<file path="src/verilog/fss_params.svh">
// fss_params.svh: offsets, field positions, codes and timing for the link state machine
// assumes: included by bare name from the design modules
`ifndef FSS_PARAMS_SVH
`define FSS_PARAMS_SVH

// ----------------------------------------------------------------------------
// register offsets (byte addresses of 16-bit words)
// ----------------------------------------------------------------------------
`define FSS_ADDR_STATION 16'h0010
`define FSS_ADDR_ALIAS 16'h0012
`define FSS_ADDR_CONTROL 16'h0120
`define FSS_ADDR_STATUS 16'h0130
`define FSS_ADDR_STATUS_CODE 16'h0134
`define FSS_ADDR_PDI_CTRL 16'h0140
`define FSS_ADDR_PDI_CFG 16'h0150
`define FSS_ADDR_PDI_EXT 16'h0152
`define FSS_ADDR_SYNC_LEN 16'h0982

// ----------------------------------------------------------------------------
// control and status fields
// ----------------------------------------------------------------------------
`define FSS_STATE_LSB 0
`define FSS_STATE_MSB 3
`define FSS_ERR_BIT 4
`define FSS_CODE_BOOT 4'h1
`define FSS_CODE_CONFIG 4'h2
`define FSS_CODE_SAFE 4'h4
`define FSS_CODE_RUN 4'h8
`define FSS_ERRC_NONE 16'h0000
`define FSS_ERRC_BAD_TRANS 16'h0011
`define FSS_ERRC_BAD_STATE 16'h0012

// ----------------------------------------------------------------------------
// device info store layout (word addresses)
// ----------------------------------------------------------------------------
`define FSS_INFO_CFG_BASE 16'h0000
`define FSS_INFO_CFG_WORDS 8
`define FSS_INFO_ID_BASE 16'h0008
`define FSS_INFO_DELAY_BASE 16'h0010
`define FSS_INFO_MBX_BASE 16'h0018
`define FSS_INFO_SIZE_BASE 16'h0038
`define FSS_INFO_CAT_BASE 16'h0040
`define FSS_INFO_IDX_PDI_CTRL 3'h0
`define FSS_INFO_IDX_PDI_CFG 3'h1
`define FSS_INFO_IDX_SYNC_LEN 3'h2
`define FSS_INFO_IDX_PDI_EXT 3'h3
`define FSS_INFO_IDX_ALIAS 3'h4

// ----------------------------------------------------------------------------
// timing
// ----------------------------------------------------------------------------
`define FSS_CLK_PERIOD_NS 25
`define FSS_TRANS_TIME_NS 1000
`define FSS_TRANS_CYCLES ((`FSS_TRANS_TIME_NS + `FSS_CLK_PERIOD_NS - 1) / `FSS_CLK_PERIOD_NS)

`endif

</file>
<file path="src/verilog/fss_pkg.sv">
// fss_pkg.sv: types shared by the link state machine and its info store loader
// assumes: fss_params.svh is on the include path
`default_nettype none

package fss_pkg;
    // communication states of the link state machine
    typedef enum logic [1:0] {
        FSS_BOOT,
        FSS_CONFIG,
        FSS_SAFE_RUN,
        FSS_RUN
    } fss_bus_state_type;

    // drive power stage states
    typedef enum logic [2:0] {
        FSS_PWR_NOT_READY,
        FSS_PWR_ON_DISABLED,
        FSS_PWR_READY,
        FSS_PWR_SWITCHED_ON,
        FSS_PWR_OP_ENABLED,
        FSS_PWR_FAULT_REACT,
        FSS_PWR_FAULT
    } fss_power_type;

    typedef enum logic [1:0] {
        FSS_LD_IDLE,
        FSS_LD_READ,
        FSS_LD_WAIT,
        FSS_LD_DONE
    } fss_load_state_type;
endpackage

`default_nettype wire

</file>
<file path="src/verilog/fss_slave.sv">
// fss_slave.sv: link state machine of a fieldbus drive slave with power stage coupling
// assumes: master register port and drive requests are on clk; info store port on clk
//
// Overview of operation
// - four states: boot, config, safe-run, run
// - upward moves go one step at a time
// - downward moves from run may skip states
// - state changes only on master control writes
// - perform request, report outcome in status register
// - failed request raises error flag
// - boot: registers only, no application traffic
// - config: mailbox on, process data off
// - safe-run: traffic runs, outputs not applied
// - run: mailbox and process data both valid
// - not-ready only in boot; ready/on outside
// - operation enabled accepted only in run
// - command down to boot disables power stage
// - any command during operation disables power stage
// - power stage error leaves bus state alone
// - info store layout fixed by word address
// - copy info words 0..7 at initialisation
`default_nettype none
`include "fss_params.svh"

module fss_slave #(
    parameter int TRANS_CYCLES = `FSS_TRANS_CYCLES
) (
    input wire logic clk,
    input wire logic sys_rst,
    input wire logic reg_wr_en,
    input wire logic reg_rd_en,
    input wire logic [15:0] reg_addr,
    input wire logic [15:0] reg_wr_data,
    output logic [15:0] reg_rd_data,
    output logic reg_rd_valid,
    output logic store_rd,
    output logic [15:0] store_addr,
    input wire logic [15:0] store_data,
    input wire logic store_valid,
    input wire logic drive_req_valid,
    input wire fss_pkg::fss_power_type drive_req_state,
    input wire logic drive_fault,
    output fss_pkg::fss_power_type drive_power_state,
    output fss_pkg::fss_bus_state_type link_state,
    output logic transition_busy,
    output logic mailbox_enable,
    output logic process_data_enable,
    output logic outputs_apply_enable
);
    import fss_pkg::*;

    if (TRANS_CYCLES < 1 || TRANS_CYCLES > 255) begin : gen_bad_trans
        $error("TRANS_CYCLES must be 1..255");
    end

    // ------------------------------------------------------------------------
    // state record
    // ------------------------------------------------------------------------
    typedef struct packed {
        fss_bus_state_type bus;
        fss_bus_state_type target;
        logic busy;
        logic [7:0] cnt;
        logic err;
        logic [15:0] err_code;
        logic [15:0] station;
        logic [15:0] ctrl;
        logic [15:0] alias_adr;
        logic [15:0] pdi_ctrl;
        logic [15:0] pdi_cfg;
        logic [15:0] pdi_ext;
        logic [15:0] sync_len;
        fss_power_type pwr;
        logic [15:0] rd_data;
        logic rd_valid;
        logic mbx_en;
        logic pd_en;
        logic out_en;
    } fss_slave_type;

    fss_slave_type q;
    fss_slave_type next_q;
    logic ld_we;
    logic [2:0] ld_idx;
    logic [15:0] ld_data;
    logic ld_done;

    // code of a state as shown to the master
    function automatic logic [3:0] state_code(input fss_bus_state_type s);
        case (s)
            FSS_BOOT: state_code = `FSS_CODE_BOOT;
            FSS_CONFIG: state_code = `FSS_CODE_CONFIG;
            FSS_SAFE_RUN: state_code = `FSS_CODE_SAFE;
            default: state_code = `FSS_CODE_RUN;
        endcase
    endfunction

    // upward by exactly one step, or any step downward or in place
    function automatic logic legal_move(input fss_bus_state_type from, input fss_bus_state_type to);
        legal_move = (to <= from) || (2'(to) == 2'(from) + 2'h1);
    endfunction

    // ------------------------------------------------------------------------
    // info store loader
    // ------------------------------------------------------------------------
    fss_info_loader #(
        .WORDS(`FSS_INFO_CFG_WORDS)
    ) fss_info_loader_i (
        .clk(clk),
        .sys_rst(sys_rst),
        .store_rd(store_rd),
        .store_addr(store_addr),
        .store_data(store_data),
        .store_valid(store_valid),
        .word_we(ld_we),
        .word_idx(ld_idx),
        .word_data(ld_data),
        .load_done(ld_done)
    );

    // ------------------------------------------------------------------------
    // next state
    // ------------------------------------------------------------------------
    always_comb begin
        logic [3:0] req_code;
        fss_bus_state_type req_state;
        logic req_known;
        logic cmd_taken;
        logic bus_live;
        req_code = reg_wr_data[`FSS_STATE_MSB:`FSS_STATE_LSB];
        req_state = FSS_BOOT;
        req_known = 1'b1;
        cmd_taken = 1'b0;
        // outside boot and not on the way back into it
        bus_live = (q.bus != FSS_BOOT) && !(q.busy && q.target == FSS_BOOT);
        next_q = q;
        next_q.rd_valid = 1'b0;

        // configuration words land in their registers once
        if (ld_we) begin
            case (ld_idx)
                `FSS_INFO_IDX_PDI_CTRL: next_q.pdi_ctrl = ld_data;
                `FSS_INFO_IDX_PDI_CFG: next_q.pdi_cfg = ld_data;
                `FSS_INFO_IDX_SYNC_LEN: next_q.sync_len = ld_data;
                `FSS_INFO_IDX_PDI_EXT: next_q.pdi_ext = ld_data;
                `FSS_INFO_IDX_ALIAS: next_q.alias_adr = ld_data;
                default: next_q.alias_adr = q.alias_adr; // checksum and reserved words
            endcase
        end

        // register reads answer one cycle later; unmapped reads give zero
        if (reg_rd_en) begin
            next_q.rd_valid = 1'b1;
            case (reg_addr)
                `FSS_ADDR_STATION: next_q.rd_data = q.station;
                `FSS_ADDR_ALIAS: next_q.rd_data = q.alias_adr;
                `FSS_ADDR_CONTROL: next_q.rd_data = q.ctrl;
                `FSS_ADDR_STATUS: next_q.rd_data = {11'h000, q.err, state_code(q.bus)};
                `FSS_ADDR_STATUS_CODE: next_q.rd_data = q.err_code;
                `FSS_ADDR_PDI_CTRL: next_q.rd_data = q.pdi_ctrl;
                `FSS_ADDR_PDI_CFG: next_q.rd_data = q.pdi_cfg;
                `FSS_ADDR_PDI_EXT: next_q.rd_data = q.pdi_ext;
                `FSS_ADDR_SYNC_LEN: next_q.rd_data = q.sync_len;
                default: next_q.rd_data = 16'h0000;
            endcase
        end

        // transition in progress; the master must wait it out
        if (q.busy) begin
            if (q.cnt == 8'h01) begin
                next_q.busy = 1'b0;
                next_q.bus = q.target;
                if (q.target != FSS_BOOT && q.pwr == FSS_PWR_NOT_READY) begin
                    next_q.pwr = FSS_PWR_ON_DISABLED;
                end
            end
            next_q.cnt = q.cnt - 8'h01;
        end

        if (reg_wr_en && reg_addr == `FSS_ADDR_STATION) begin
            next_q.station = reg_wr_data;
        end

        // a control write is the only way the bus state moves
        if (reg_wr_en && reg_addr == `FSS_ADDR_CONTROL && ld_done && !q.busy) begin
            next_q.ctrl = reg_wr_data;
            cmd_taken = 1'b1;
            if (reg_wr_data[`FSS_ERR_BIT]) begin
                next_q.err = 1'b0;
                next_q.err_code = `FSS_ERRC_NONE;
            end
            case (req_code)
                `FSS_CODE_BOOT: req_state = FSS_BOOT;
                `FSS_CODE_CONFIG: req_state = FSS_CONFIG;
                `FSS_CODE_SAFE: req_state = FSS_SAFE_RUN;
                `FSS_CODE_RUN: req_state = FSS_RUN;
                default: req_known = 1'b0;
            endcase
            // state stays shown while the error is raised
            if (!req_known) begin
                next_q.err = 1'b1;
                next_q.err_code = `FSS_ERRC_BAD_STATE;
            end else if (!legal_move(q.bus, req_state)) begin
                next_q.err = 1'b1;
                next_q.err_code = `FSS_ERRC_BAD_TRANS;
            end else begin
                next_q.busy = 1'b1;
                next_q.cnt = 8'(TRANS_CYCLES);
                next_q.target = req_state;
            end
            if (q.pwr == FSS_PWR_OP_ENABLED) begin
                next_q.pwr = FSS_PWR_ON_DISABLED;
            end
            if (req_known && req_state == FSS_BOOT && q.bus != FSS_BOOT &&
                q.pwr != FSS_PWR_FAULT_REACT && q.pwr != FSS_PWR_FAULT) begin
                next_q.pwr = FSS_PWR_ON_DISABLED;
            end
        end

        // power stage; a fault never touches the bus fields
        if (drive_fault && q.pwr != FSS_PWR_FAULT) begin
            next_q.pwr = FSS_PWR_FAULT_REACT;
        end else if (q.pwr == FSS_PWR_FAULT_REACT) begin
            next_q.pwr = FSS_PWR_FAULT;
        end else if (drive_req_valid && !cmd_taken) begin
            case (drive_req_state)
                FSS_PWR_ON_DISABLED: begin
                    if (q.pwr != FSS_PWR_NOT_READY) next_q.pwr = FSS_PWR_ON_DISABLED;
                end
                FSS_PWR_READY: begin
                    if (bus_live && (q.pwr == FSS_PWR_ON_DISABLED ||
                        q.pwr == FSS_PWR_SWITCHED_ON)) next_q.pwr = FSS_PWR_READY;
                end
                FSS_PWR_SWITCHED_ON: begin
                    if (bus_live && (q.pwr == FSS_PWR_READY ||
                        q.pwr == FSS_PWR_OP_ENABLED)) next_q.pwr = FSS_PWR_SWITCHED_ON;
                end
                FSS_PWR_OP_ENABLED: begin
                    if (q.bus == FSS_RUN && !q.busy &&
                        q.pwr == FSS_PWR_SWITCHED_ON) next_q.pwr = FSS_PWR_OP_ENABLED;
                end
                // keep what the bus logic above chose, e.g. leaving not-ready
                default: next_q.pwr = next_q.pwr;
            endcase
        end

        // traffic gates follow the state being entered
        next_q.mbx_en = (next_q.bus != FSS_BOOT);
        next_q.pd_en = (next_q.bus == FSS_SAFE_RUN) || (next_q.bus == FSS_RUN);
        next_q.out_en = (next_q.bus == FSS_RUN);
    end

    // ------------------------------------------------------------------------
    // state register
    // ------------------------------------------------------------------------
    always_ff @(posedge clk or posedge sys_rst) begin
        if (sys_rst) begin
            q <= '{bus: FSS_BOOT, target: FSS_BOOT, pwr: FSS_PWR_NOT_READY, default: '0};
        end else begin
            q <= next_q;
        end
    end

    assign reg_rd_data = q.rd_data;
    assign reg_rd_valid = q.rd_valid;
    assign drive_power_state = q.pwr;
    assign link_state = q.bus;
    assign transition_busy = q.busy;
    assign mailbox_enable = q.mbx_en;
    assign process_data_enable = q.pd_en;
    assign outputs_apply_enable = q.out_en;

    // ------------------------------------------------------------------------
    // checks
    // ------------------------------------------------------------------------
    chk_count_states: assert property (@(posedge clk) disable iff (sys_rst)
        q.busy |-> (q.target inside {FSS_BOOT, FSS_CONFIG, FSS_SAFE_RUN, FSS_RUN}))
        else $error("target outside the four states");

    chk_no_skip_up: assert property (@(posedge clk) disable iff (sys_rst)
        q.bus > $past(q.bus) |-> 2'(q.bus) == 2'($past(q.bus)) + 2'h1)
        else $error("upward move skipped a state");

    chk_only_cmd: assert property (@(posedge clk) disable iff (sys_rst)
        q.bus != $past(q.bus) |-> $past(q.busy) && $past(q.cnt) == 8'h01)
        else $error("bus state moved without a request");

    chk_trans_done: assert property (@(posedge clk) disable iff (sys_rst)
        $rose(q.busy) |-> ##[1:255] (!q.busy && q.bus == q.target))
        else $error("transition not completed in time");

    chk_err_keeps: assert property (@(posedge clk) disable iff (sys_rst)
        $rose(q.err) && !q.busy |-> q.bus == $past(q.bus))
        else $error("rejected request moved the state");

    chk_boot_gates: assert property (@(posedge clk) disable iff (sys_rst)
        q.bus == FSS_BOOT |-> !mailbox_enable && !process_data_enable)
        else $error("traffic enabled in boot");

    chk_cfg_gates: assert property (@(posedge clk) disable iff (sys_rst)
        q.bus == FSS_CONFIG |-> mailbox_enable && !process_data_enable)
        else $error("config gates wrong");

    chk_safe_out: assert property (@(posedge clk) disable iff (sys_rst)
        q.bus == FSS_SAFE_RUN |-> process_data_enable && !outputs_apply_enable)
        else $error("outputs applied in safe-run");

    chk_not_ready: assert property (@(posedge clk) disable iff (sys_rst)
        q.pwr == FSS_PWR_NOT_READY |-> q.bus == FSS_BOOT)
        else $error("not ready outside boot");

    chk_boot_pwr_off: assert property (@(posedge clk) disable iff (sys_rst)
        q.bus == FSS_BOOT |->
        !(q.pwr inside {FSS_PWR_READY, FSS_PWR_SWITCHED_ON, FSS_PWR_OP_ENABLED}))
        else $error("power stage on while in boot");

    chk_op_in_run: assert property (@(posedge clk) disable iff (sys_rst)
        $rose(q.pwr == FSS_PWR_OP_ENABLED) |-> $past(q.bus) == FSS_RUN)
        else $error("operation enabled outside run");

    chk_cmd_disable: assert property (@(posedge clk) disable iff (sys_rst)
        q.pwr == FSS_PWR_OP_ENABLED && reg_wr_en && reg_addr == `FSS_ADDR_CONTROL &&
        !q.busy && ld_done && !drive_fault |=> q.pwr == FSS_PWR_ON_DISABLED)
        else $error("command left power stage enabled");

    chk_fault_bus: assert property (@(posedge clk) disable iff (sys_rst)
        drive_fault && !q.busy && !(reg_wr_en && reg_addr == `FSS_ADDR_CONTROL)
        |=> q.bus == $past(q.bus))
        else $error("fault changed bus state");
endmodule

`default_nettype wire

</file>
<file path="src/verilog/fss_info_loader.sv">
// fss_info_loader.sv: copies the configuration words of the device info store after reset
// assumes: a same-clock store read port answering with store_valid some cycles later
`default_nettype none
`include "fss_params.svh"

module fss_info_loader #(
    parameter int WORDS = `FSS_INFO_CFG_WORDS
) (
    input wire logic clk,
    input wire logic sys_rst,
    output logic store_rd,
    output logic [15:0] store_addr,
    input wire logic [15:0] store_data,
    input wire logic store_valid,
    output logic word_we,
    output logic [2:0] word_idx,
    output logic [15:0] word_data,
    output logic load_done
);
    import fss_pkg::*;

    // the word index is three bits wide, so more than eight words cannot be addressed
    if (WORDS < 1 || WORDS > 8) begin : gen_bad_words
        $error("loader serves one to eight words");
    end

    typedef struct packed {
        fss_load_state_type st;
        logic [2:0] idx;
        logic [2:0] widx;
        logic rd;
        logic we;
        logic [15:0] data;
        logic done;
    } fss_loader_type;

    fss_loader_type q;
    fss_loader_type next_q;

    // ------------------------------------------------------------------------
    // sequencer: one word at a time, strictly in address order
    // ------------------------------------------------------------------------
    always_comb begin
        next_q = q;
        next_q.rd = 1'b0;
        next_q.we = 1'b0;
        case (q.st)
            FSS_LD_IDLE: begin
                next_q.st = FSS_LD_READ;
            end
            FSS_LD_READ: begin
                next_q.rd = 1'b1;
                next_q.st = FSS_LD_WAIT;
            end
            FSS_LD_WAIT: begin
                if (store_valid) begin
                    next_q.we = 1'b1;
                    next_q.data = store_data;
                    next_q.widx = q.idx; // index of the word now landing
                    if (q.idx == 3'(WORDS - 1)) begin
                        next_q.st = FSS_LD_DONE;
                        next_q.done = 1'b1;
                    end else begin
                        next_q.idx = q.idx + 3'h1;
                        next_q.st = FSS_LD_READ;
                    end
                end
            end
            default: begin
                next_q.st = FSS_LD_DONE;
            end
        endcase
    end

    always_ff @(posedge clk or posedge sys_rst) begin
        if (sys_rst) begin
            q <= '{st: FSS_LD_IDLE, default: '0};
        end else begin
            q <= next_q;
        end
    end

    // idx already points at the next word during the write pulse, so widx keeps the old one
    assign store_rd = q.rd;
    assign store_addr = `FSS_INFO_CFG_BASE + {13'h0000, q.idx};
    assign word_we = q.we;
    assign word_idx = q.widx;
    assign word_data = q.data;
    assign load_done = q.done;
endmodule

`default_nettype wire

</file>
<file path="config.mk">
export PLATFORM = sky130hd
export DESIGN_NAME = fss_slave
export DESIGN_NICKNAME = d
export VERILOG_FILES = /design/src/verilog/fss_pkg.sv /design/src/verilog/fss_slave.sv /design/src/verilog/fss_info_loader.sv
export VERILOG_INCLUDE_DIRS = /design/src /design/src/verilog
export SDC_FILE = /design/constraint.sdc
export NUM_CORES = 1
export LEC_CHECK = 0
export ABC_CLOCK_PERIOD_IN_PS = 9100
export BUFFER_PORTS_ARGS = -buffer_cell sky130_fd_sc_hd__clkbuf_2
export CAP_MARGIN = 20
export CELL_PAD_IN_SITES_DETAIL_PLACEMENT = 1
export CELL_PAD_IN_SITES_GLOBAL_PLACEMENT = 1
export CORE_MARGIN = 2
export CORE_UTILIZATION = 40
export CTS_CLUSTER_DIAMETER = 150
export DETAILED_ROUTE_END_ITERATION = 16
export GPL_TIMING_DRIVEN = 0
export PLACE_DENSITY_LB_ADDON = 0.1
export RECOVER_POWER = 100
export SYNTH_ARGS = -nofsm -noshare
export SYNTH_HDL_FRONTEND = slang
export SYNTH_SLANG_ARGS = --single-unit
</file>
<file path="constraint.sdc">
create_clock -name clk -period 9.1 [get_ports clk]
set_input_delay 1.82 -clock clk [delete_from_list [all_inputs] [get_ports clk]]
set_output_delay 1.82 -clock clk [all_outputs]
set_load 0.02 [all_outputs]
</file>
==> results of run 1 <==
## worst max-delay path, delay by kind of cell
| family | cells | cell delay (ns) |
|---|---|---|
| buffers and inverters | 3 | 3.91 |
## path summary, 6_finish.rpt
kind | cells after the start | slack [ns] | endpoint
worst max register to register | 6 | 6.40 | drive_power_state[0]$_DFF_PP0_
min in group asynchronous | 2 | 2.18 | reg_rd_data[13]$_DFFE_PP0P_
worst min-delay path | 2 | 0.48 | q[110]$_DFFE_PP0N_
max in group clk | 8 | 3.53 | reg_rd_data[6]$_DFFE_PP0P_
worst min register to register | 2 | 0.48 | q[110]$_DFFE_PP0N_
worst max-delay path | 3 | 3.21 | q[70]$_DFFE_PP0P_
## cells in the mapped netlist (11+ instances only)
library cell / count
dfrtp_1: 178
nand2_1: 131
mux2_2: 98
clkbuf_1: 39
buf_4: 38
o21ai_0: 35
inv_1: 28
nor2_1: 20
a22oi_1: 17
o221a_2: 16
nor2b_1: 14
nor3_1: 13
a221o_1: 12
nand3_1: 12
ha_1: 11
## through the flow
stage | hold slack [ns] | worst slack [ns] | power, uW
final | 0.477 | 3.21 | 2160
after detailed placement | 0.465 | 3.74 | 1450
after global placement | 0.453 | 0.635 | 1410
after CTS | 0.480 | 4.17 | 2180
after global routing | 0.513 | 2.25 | 2280
after floorplan | 0.428 | 2.45 | 1300
## where the power goes
group	leakage, uW	switching (uW)	internal, uW
logic	0.00223	187	169
clock network	0.000280	340	393
registers	0.00237	133	937
## state kept, by name (all words and copies together), names as in the netlist
signal,flops
fss_info_loader_i.word_data,16
process_data_enable,1
fss_info_loader_i.word_idx,3
link_state,2
outputs_apply_enable,1
reg_rd_data,16
fss_info_loader_i.store_rd,1
reg_rd_valid,1
fss_info_loader_i.word_we,1
fss_info_loader_i.q,5
fss_info_loader_i.load_done,1
mailbox_enable,1
drive_power_state,3
q,125
transition_busy,1
## layer usage
metal / GRT usage / up-vias / share of wire
met3: 0.0301 / 25 / 0.031
met5: 0 / - / 0
met1: 0.318 / 3464 / 0.47
li1: - / 3137 / -
met2: 0.366 / 142 / 0.48
met4: 0.0679 / 0 / 0.019
## logic make-up after synthesis
logic type	count (synthesis)	synth area share
compound gates	136	0.122
xor+xnor	15	0.0148
fa+ha+maj	11	0.0155
buf+inv	112	0.0643
flops	178	0.502
mux	101	0.128
other cells	1	0.000422
simple gates	268	0.154
## final cells by class
type,instances,share of cell area
Tap cell,280,0.0341
Buffer,84,0.0445
Sequential cell,178,0.433
Timing Repair Buffer,89,0.0400
Inverter,28,0.0103
Multi-Input combinational cell,544,0.381
Clock buffer,18,0.0427
Clock inverter,14,0.0141
==> results.toml, run 1 <==
[setup_path]
max_stage_delay_ns = 2.19
crit_required_ns = 9.04
crit_top_cell = "clkbuf_2"
cp_slowest_cell = "clkbuf_2"
arrival_ns = 5.83
crit_path_end_kind = "asynchronous set/reset pin"
critPathLaunch = "sys_rst"
crit_fanout = 115
crit_chain = "clkbuf_2 > clkinvlp_2 > clkbuf_2"
r2r-start = "q[155]$_DFF_PP0_"
cp-start-kind = "input pin"
crit_type = "input pin to asynchronous set/reset pin"

[status]
violations = "capacitance limit, slew limit"
status = "finished, violations left"

[synthesis]
synthFlopType = "dfrtp_1"
ys_seq_elements = 178
yosysWarnings = 0
netlist_instances = 822
synthArstFlopShare = 1.00
synth_top_area_cell = "dfrtp_1"
synth_area_per_cell_um2 = 10.8
synth-seq-area-share = 0.502
synth.distinct_cells = 64
ys_top_cells_by_area = "dfrtp_1 50%, mux2_2 12%, nand2_1 5.5%"
synth_top_cell_area_share = 0.502
syn-cell-area_um2 = 8880
synth_edf_count = 0

[clock_tree]
cts_setup_buffers = 0
cts.hold.buffers_added = 0
cts-buffers-inserted = 17
cts.sinks = 178
clock_latency_ns = 0.44
cts_tree = "built"
cts_resized = 0
cts.path.max_buffers = 2
cts-htree-levels = 4
root_buffer = "clkbuf_16"
clk_pin_slew_ns = 0.07

[worst_hold_path]
hold_class = "flop to flop"
worstHoldStart = "q[110]$_DFFE_PP0N_"

[place]
postPlaceCellArea_um2 = 9770
place_hpwl_um = 19100
gp_congestion = 0.840
numPortBuffers = 84
placed_cells = 1201

[detailed_routing]
vias_per_cell = 5.48
via_count = 6768
postRouteAntennaNets = 0
post-route-drc-count = 0
drtPass1Iterations = 5
drt-wirelength-per-cell_um = 20.9
routed_wl_um = 25800
drtIter0Drc = 361

[die]
die_area_um2 = 23400
pin_count = 101
die-width_um = 153
start_util = 0.407
core_um2 = 21800
die_h_um = 153
num_rows = 54

[power_and_ir_drop]
ir_drop_v = 0.000124
p_leak_uw = 0.00487
power_density_nw_per_um2 = 210

[cells_and_area]
drive_gt1_frac = 0.268
multi_input_area_um2 = 3920
layout_commonest_cell = "dfrtp_1"
stdcell_count = 1235
final_cell_mix = "178 x dfrtp_1, 131 x nand2_1, 98 x mux2_2"
n_antenna_cell = 0
fin_util = 0.471
regArea_um2 = 4450
area_growth_pct = 15.8
stdcell_area_um2 = 10300
fillerInstances = 2407
layout.nets = 1011

[global_routing]
grt_pass1_vias = 7316
grt_pass1_wl_um = 41400
grt_overflow = 0
grt_use_total = 0.226
grt_max_degree = 116
antenna_found_initial = 0

[timing]
period_share = 0.648
tns_ns = 0
post-route-min-period_ns = 5.89
setup_viol = 0
report.final.slew_viol_count = 190
finalHoldViolCount = 0
rsz0062_at_grt = "false"
fin_skew_ns = 0.0113
maxSlewHeadroom = -0.971
tightest_slew_ns = 2.94
fmax_ghz = 0.170

[job]
cap_viol_max_count = 3
Power figures use the tool's default switching activity.
==> inputs of run 2 (changes only) <==
--- a/config.mk
+++ b/config.mk
@@ -6,7 +6,7 @@
 export SDC_FILE = /design/constraint.sdc
 export NUM_CORES = 1
 export LEC_CHECK = 0
-export ABC_CLOCK_PERIOD_IN_PS = 9100
+export ABC_CLOCK_PERIOD_IN_PS = 5200
 export BUFFER_PORTS_ARGS = -buffer_cell sky130_fd_sc_hd__clkbuf_2
 export CAP_MARGIN = 20
 export CELL_PAD_IN_SITES_DETAIL_PLACEMENT = 1
==> constraint.sdc (replaced) <==
create_clock -name clk -period 5.2 [get_ports clk]
set_input_delay 1.04 -clock clk [delete_from_list [all_inputs] [get_ports clk]]
set_output_delay 1.04 -clock clk [all_outputs]
set_load 0.02 [all_outputs]
==> run 2 against run 1 <==
  * The flow still finishes with violations (capacitance limit, slew limit)
  * Via count grew 1.6%
  * Final cell count rose by 0.16%
  * Non-clock buffer count increased by 2
  * Wire length shrank 0.57%
  * Utilization grew 0.19 points
  * Highest routed layer unchanged
==> results.toml, run 2 (same netlist as run 1, synthesis figures left out) <==
[timing]
maxSlewHeadroom = -0.329
tightest_slew_ns = 1.99
fin_skew_ns = 0.00943
tns_ns = 0
finalHoldViolCount = 0
post-route-min-period_ns = 4.24
whs_ns = 0.469
setup_viol = 0
period_share = 0.815
rsz0062_at_grt = "false"
report.final.slew_viol_count = 67
fmax_ghz = 0.236

[cells_and_area]
area_growth_pct = 16.3
layout.nets = 1013
largest_reg_flops = 125
top_register = "q"
drive_gt1_frac = 0.268
layout_commonest_cell = "dfrtp_1"
fillerInstances = 2448
final_cell_mix = "178 x dfrtp_1, 131 x nand2_1, 96 x mux2_2"
n_antenna_cell = 0

[place]
place_hpwl_um = 19200
gp_congestion = 0.842
numPortBuffers = 84

[die]
die_area_um2 = 23400
die_h_um = 153
num_rows = 54
die-width_um = 153
core_um2 = 21800
start_util = 0.407
pin_count = 101

[clock_tree]
cts.path.max_buffers = 2
cts-buffers-inserted = 17
clk_pin_slew_ns = 0.07
cts.sinks = 178
clock_latency_ns = 0.44
cts_tree = "built"
cts_resized = 0
root_buffer = "clkbuf_16"
cts-htree-levels = 4
cts_setup_buffers = 0
cts.hold.buffers_added = 0

[worst_hold_path]
hold_class = "flop to flop"
min_path_cells = 2
worstHoldStart = "q[112]$_DFFE_PP0N_"
worst_hold_path.endpoint = "q[112]$_DFFE_PP0N_"

[setup_path]
cpLargestDelayFamily = "simple AND/OR/NAND/NOR gates"
r2r_cells = 6
arrival_ns = 4.61
crit_required_ns = 5.57
crit_path_end_kind = "flop"
crit_type = "input pin to flop"
crit_fanout = 10
rrSetupSlack_ns = 2.57
r2r-start = "q[155]$_DFF_PP0_"
r2r-end = "drive_power_state[0]$_DFF_PP0_"
crit_top_cell = "clkbuf_1"
critPathBufInv = 3
crit_chain = "clkbuf_1 > clkbuf_1 > nor4_2 > nand2_1 > nor3_1 > a311o_1 > clkbuf_1 > o221a_2"
cp_slowest_cell = "nor4_2"
cp-start-kind = "input pin"
max_stage_delay_ns = 0.98

[status]
status = "finished, violations left"
violations = "capacitance limit, slew limit"

[job]
cap_viol_max_count = 2

[global_routing]
grt_pass1_wl_um = 41500
grt_use_total = 0.226
globalRouteMet3Util = 0.0323
use_met1 = 0.307
antenna_found_initial = 0
grt_pass1_vias = 7404
busiest_layer = "met2"
met2_usage = 0.385
grt_max_degree = 43
grt_overflow = 0

[detailed_routing]
routed_wl_um = 25600
post-route-drc-count = 0
drtIter0Drc = 368
drt-wirelength-per-cell_um = 20.7
drtPass1Iterations = 5
via_count = 6873
postRouteAntennaNets = 0
vias_per_cell = 5.56

[power_and_ir_drop]
p_leak_uw = 0.00489
power_density_nw_per_um2 = 367
ir_drop_v = 0.000191
## run 2: cell types whose count changed in the layout (fill, tap and decap cells not counted), moves of 2 or more
cell	before	now
mux2_1	0	2
buf_4	40	38
inv_6	4	1
clkinv_4	1	4
mux2_2	98	96
clkinv_2	2	0
buf_12	0	2
## run 2: per-layer routing
layer / wire [um] / part of all wire
met3: 640 / 0.025
met4: 307 / 0.012
met5: 0 / 0
met2: 12700 / 0.50
met1: 11900 / 0.47
## run 2: final cells by class
type / count / area, um^2 / share of cell area
multi-input combinational: 544 / 3920 / 0.380
inverter: 28 / 106 / 0.0103
clock buffer: 20 / 457 / 0.0442
buffer: 84 / 458 / 0.0444
sequential: 178 / 4450 / 0.431
clock inverter: 12 / 126 / 0.0122
tap: 280 / 350 / 0.0339
timing repair buffer: 91 / 449 / 0.0435
## run 2: worst max-delay path by stage
stage | startpoint | to | cells after the start
finish | reg_addr[6] | reg_rd_data[15]$_DFFE_PP0P_ | 8
global route | sys_rst | reg_rd_data[2]$_DFFE_PP0P_ | 4
global placement | reg_addr[0] | reg_rd_data[7]$_DFFE_PP0P_ | 6
floorplan | reg_addr[11] | drive_power_state[1]$_DFF_PP0_ | 8
detailed placement | reg_addr[6] | q[121]$_DFFE_PP0P_ | 7
CTS | reg_addr[6] | q[125]$_DFFE_PP0P_ | 7
## run 2: worst reg2reg max path, delay by kind of cell, from the launching register on
kind | cells | cell delay, ns
AND/OR/NAND/NOR | 3 | 1.18
flip-flops | 1 | 0.41
AO/OA/AOI/OAI | 2 | 0.74
buffers and inverters | 1 | 0.23
## run 2: per-stage QoR
| stage | total power (uW) | area, um^2 | instances | setup slack (ns) | util |
|---|---|---|---|---|---|
| 4_1_cts | 3820 | 10400 | 1237 | 1.26 | 0.477 |
| 6_report | 3790 | 10300 | 1237 | 0.961 | 0.473 |
| 5_1_grt | 3990 | 10300 | 1237 | 0.606 | 0.473 |
| 3_3_place_gp | 2470 | 9700 | 1198 | 0.820 | 0.444 |
| 2_1_floorplan | 2280 | 8930 | 834 | 1.82 | - |
| 3_5_place_dp | 2540 | 9830 | 1205 | 0.823 | 0.450 |
## run 2: where the power goes
group          internal [uW]  switching (uW)  leakage, uW
combinational            297             328      0.00225
sequential              1640             234      0.00237
clock                    697             595     0.000273
total                   2630            1160      0.00489
==> inputs of run 3 (changes only) <==
--- a/config.mk
+++ b/config.mk
@@ -6,7 +6,7 @@
 export SDC_FILE = /design/constraint.sdc
 export NUM_CORES = 1
 export LEC_CHECK = 0
-export ABC_CLOCK_PERIOD_IN_PS = 5200
+export ABC_CLOCK_PERIOD_IN_PS = 4350
 export BUFFER_PORTS_ARGS = -buffer_cell sky130_fd_sc_hd__clkbuf_2
 export CAP_MARGIN = 20
 export CELL_PAD_IN_SITES_DETAIL_PLACEMENT = 1
==> constraint.sdc (replaced) <==
create_clock -name clk -period 4.35 [get_ports clk]
set_input_delay 0.87 -clock clk [delete_from_list [all_inputs] [get_ports clk]]
set_output_delay 0.87 -clock clk [all_outputs]
set_load 0.02 [all_outputs]
==> run 3 against run 2 <==
  * The run still ends with capacitance limit, slew limit left
  * Sequential share of layout area is 0.063 points lower
  * Clock-buffer cell count unchanged
  * Worst setup slack worse by 0.69 ns
  * Critical path depth did not move
  * Register-to-register slack got worse by 0.85 ns
  * Critical endpoint unchanged
  * Highest routed layer unchanged
==> results.toml, run 3 (same netlist as run 1, synthesis figures left out) <==
[status]
status = "finished, violations left"
violations = "capacitance limit, slew limit"

[cells_and_area]
drive_gt1_frac = 0.268
area_growth_pct = 16.5
n_antenna_cell = 0
layout_commonest_cell = "dfrtp_1"
top_register = "q"
stdcell_area_um2 = 10300
final_cell_mix = "178 x dfrtp_1, 131 x nand2_1, 96 x mux2_2"
largest_reg_flops = 125
layout.nets = 1013

[clock_tree]
cts.sinks = 178
cts_setup_buffers = 0
cts.hold.buffers_added = 0
cts.path.max_buffers = 2
cts_resized = 0
cts_tree = "built"
clock_latency_ns = 0.44
root_buffer = "clkbuf_16"
cts-buffers-inserted = 17
cts-htree-levels = 4
clk_pin_slew_ns = 0.07

[global_routing]
grt_use_total = 0.226
busiest_layer = "met2"
use_met1 = 0.307
grt_pass1_wl_um = 41500
grt_pass1_vias = 7404
grt_max_degree = 43
globalRouteMet3Util = 0.0323
grt_overflow = 0
met2_usage = 0.385
antenna_found_initial = 0

[detailed_routing]
drt-wirelength-per-cell_um = 20.7
via_count = 6873
routed_wl_um = 25600
drtPass1Iterations = 5
vias_per_cell = 5.56
postRouteAntennaNets = 0
post-route-drc-count = 0
drtIter0Drc = 365

[setup_path]
cp-start-kind = "input pin"
crit_chain = "clkbuf_1 > clkbuf_1 > nor4_2 > nand2_1 > nor3_1 > a311o_1 > clkbuf_1 > o221a_2"
r2r-start = "q[155]$_DFF_PP0_"
crit_required_ns = 4.72
r2r-end = "drive_power_state[0]$_DFF_PP0_"
crit_path_end_kind = "flop"
cp_slowest_cell = "nor4_2"
crit_fanout = 10
max_stage_delay_ns = 0.99
crit_type = "input pin to flop"
r2r_cells = 6
rrSetupSlack_ns = 1.72
crit_top_cell = "clkbuf_1"
arrival_ns = 4.45

[power_and_ir_drop]
seq_power_share = 0.494
p_comb_frac = 0.165
p_sw_uw = 1380
power_frac_clock = 0.341
p_leak_uw = 0.00489
power_density_nw_per_um2 = 438
ir_drop_v = 0.000228
switching_share = 0.305
intPower_uw = 3150

[die]
die_h_um = 153
start_util = 0.407
die_area_um2 = 23400
pin_count = 101
num_rows = 54
core_um2 = 21800
die-width_um = 153

[worst_hold_path]
hold_class = "flop to flop"
worstHoldStart = "q[112]$_DFFE_PP0N_"
min_path_cells = 2
worst_hold_path.endpoint = "q[112]$_DFFE_PP0N_"

[timing]
fmax_ghz = 0.245
finalHoldViolCount = 0
post-route-min-period_ns = 4.08
tightest_slew_ns = 2.08
fin_skew_ns = 0.00943
period_share = 0.938
tns_ns = 0
report.final.slew_viol_count = 66
setup_viol = 0
whs_ns = 0.469
rsz0062_at_grt = "false"
maxSlewHeadroom = -0.383

[place]
place_hpwl_um = 19200
postPlaceCellArea_um2 = 9830
numPortBuffers = 84
gp_congestion = 0.842

[job]
cap_viol_max_count = 2
-- run 3: cell types whose count changed in the layout (fill, tap and decap cells not counted) --
cell | before | now
buf_12 | 2 | 3
clkbuf_2 | 54 | 53
-- run 3: power by group through the flow --
stage | Combinational (uW) | Clock (uW) | Sequential [uW]
3_3_place_gp | 713 | 0 | 2240
2_1_floorplan | 569 | 0 | 2150
5_1_grt | 836 | 1640 | 2290
6_report | 749 | 1540 | 2240
3_5_place_dp | 764 | 0 | 2270
4_1_cts | 768 | 1560 | 2240
-- run 3: through the flow --
| stage | worst slack, ns | instances | utilization | power (uW) |
|---|---|---|---|---|
| final | 0.270 | 1237 | 0.474 | 4530 |
| after floorplan | 1.14 | 834 | - | 2720 |
| after global placement | 0.140 | 1198 | 0.444 | 2950 |
| after detailed placement | 0.143 | 1205 | 0.450 | 3030 |
| after global routing | 0.203 | 1237 | 0.474 | 4770 |
| after CTS | 0.578 | 1237 | 0.477 | 4570 |
-- run 3: cell type report --
type | count | area [um^2]
Sequential cell | 178 | 4450
Clock buffer | 20 | 457
Tap cell | 280 | 350
Buffer | 84 | 458
Clock inverter | 12 | 126
Fill cell | 2446 | 11500
Timing Repair Buffer | 91 | 464
Multi-Input combinational cell | 544 | 3920
Inverter | 28 | 106
-- run 3: how the worst max path moves through the flow --
| stage | start | end | slack (ns) | depth (start not counted) |
|---|---|---|---|---|
| 2_1_floorplan | reg_addr[11] | drive_power_state[1]$_DFF_PP0_ | 1.14 | 8 |
| 3_3_place_gp | reg_addr[0] | reg_rd_data[7]$_DFFE_PP0P_ | 0.14 | 6 |
| 3_5_place_dp | reg_addr[6] | q[121]$_DFFE_PP0P_ | 0.14 | 7 |
| 4_1_cts | reg_addr[6] | q[125]$_DFFE_PP0P_ | 0.58 | 7 |
| 5_1_grt | reg_addr[6] | reg_rd_data[2]$_DFFE_PP0P_ | 0.20 | 8 |
| 6_report | reg_addr[6] | reg_rd_data[15]$_DFFE_PP0P_ | 0.27 | 8 |
-- run 3: critical path: cells and delay by family --
family,cells,cell delay (ns)
compound gates,2,0.80
buf+inv,3,0.90
simple gates,3,1.87
-- run 3: routing by layer --
metal	up-vias	routed length, um
met1	3600	11900
met5	-	0
li1	3135	-
met3	26	640
met4	0	307
met2	112	12700
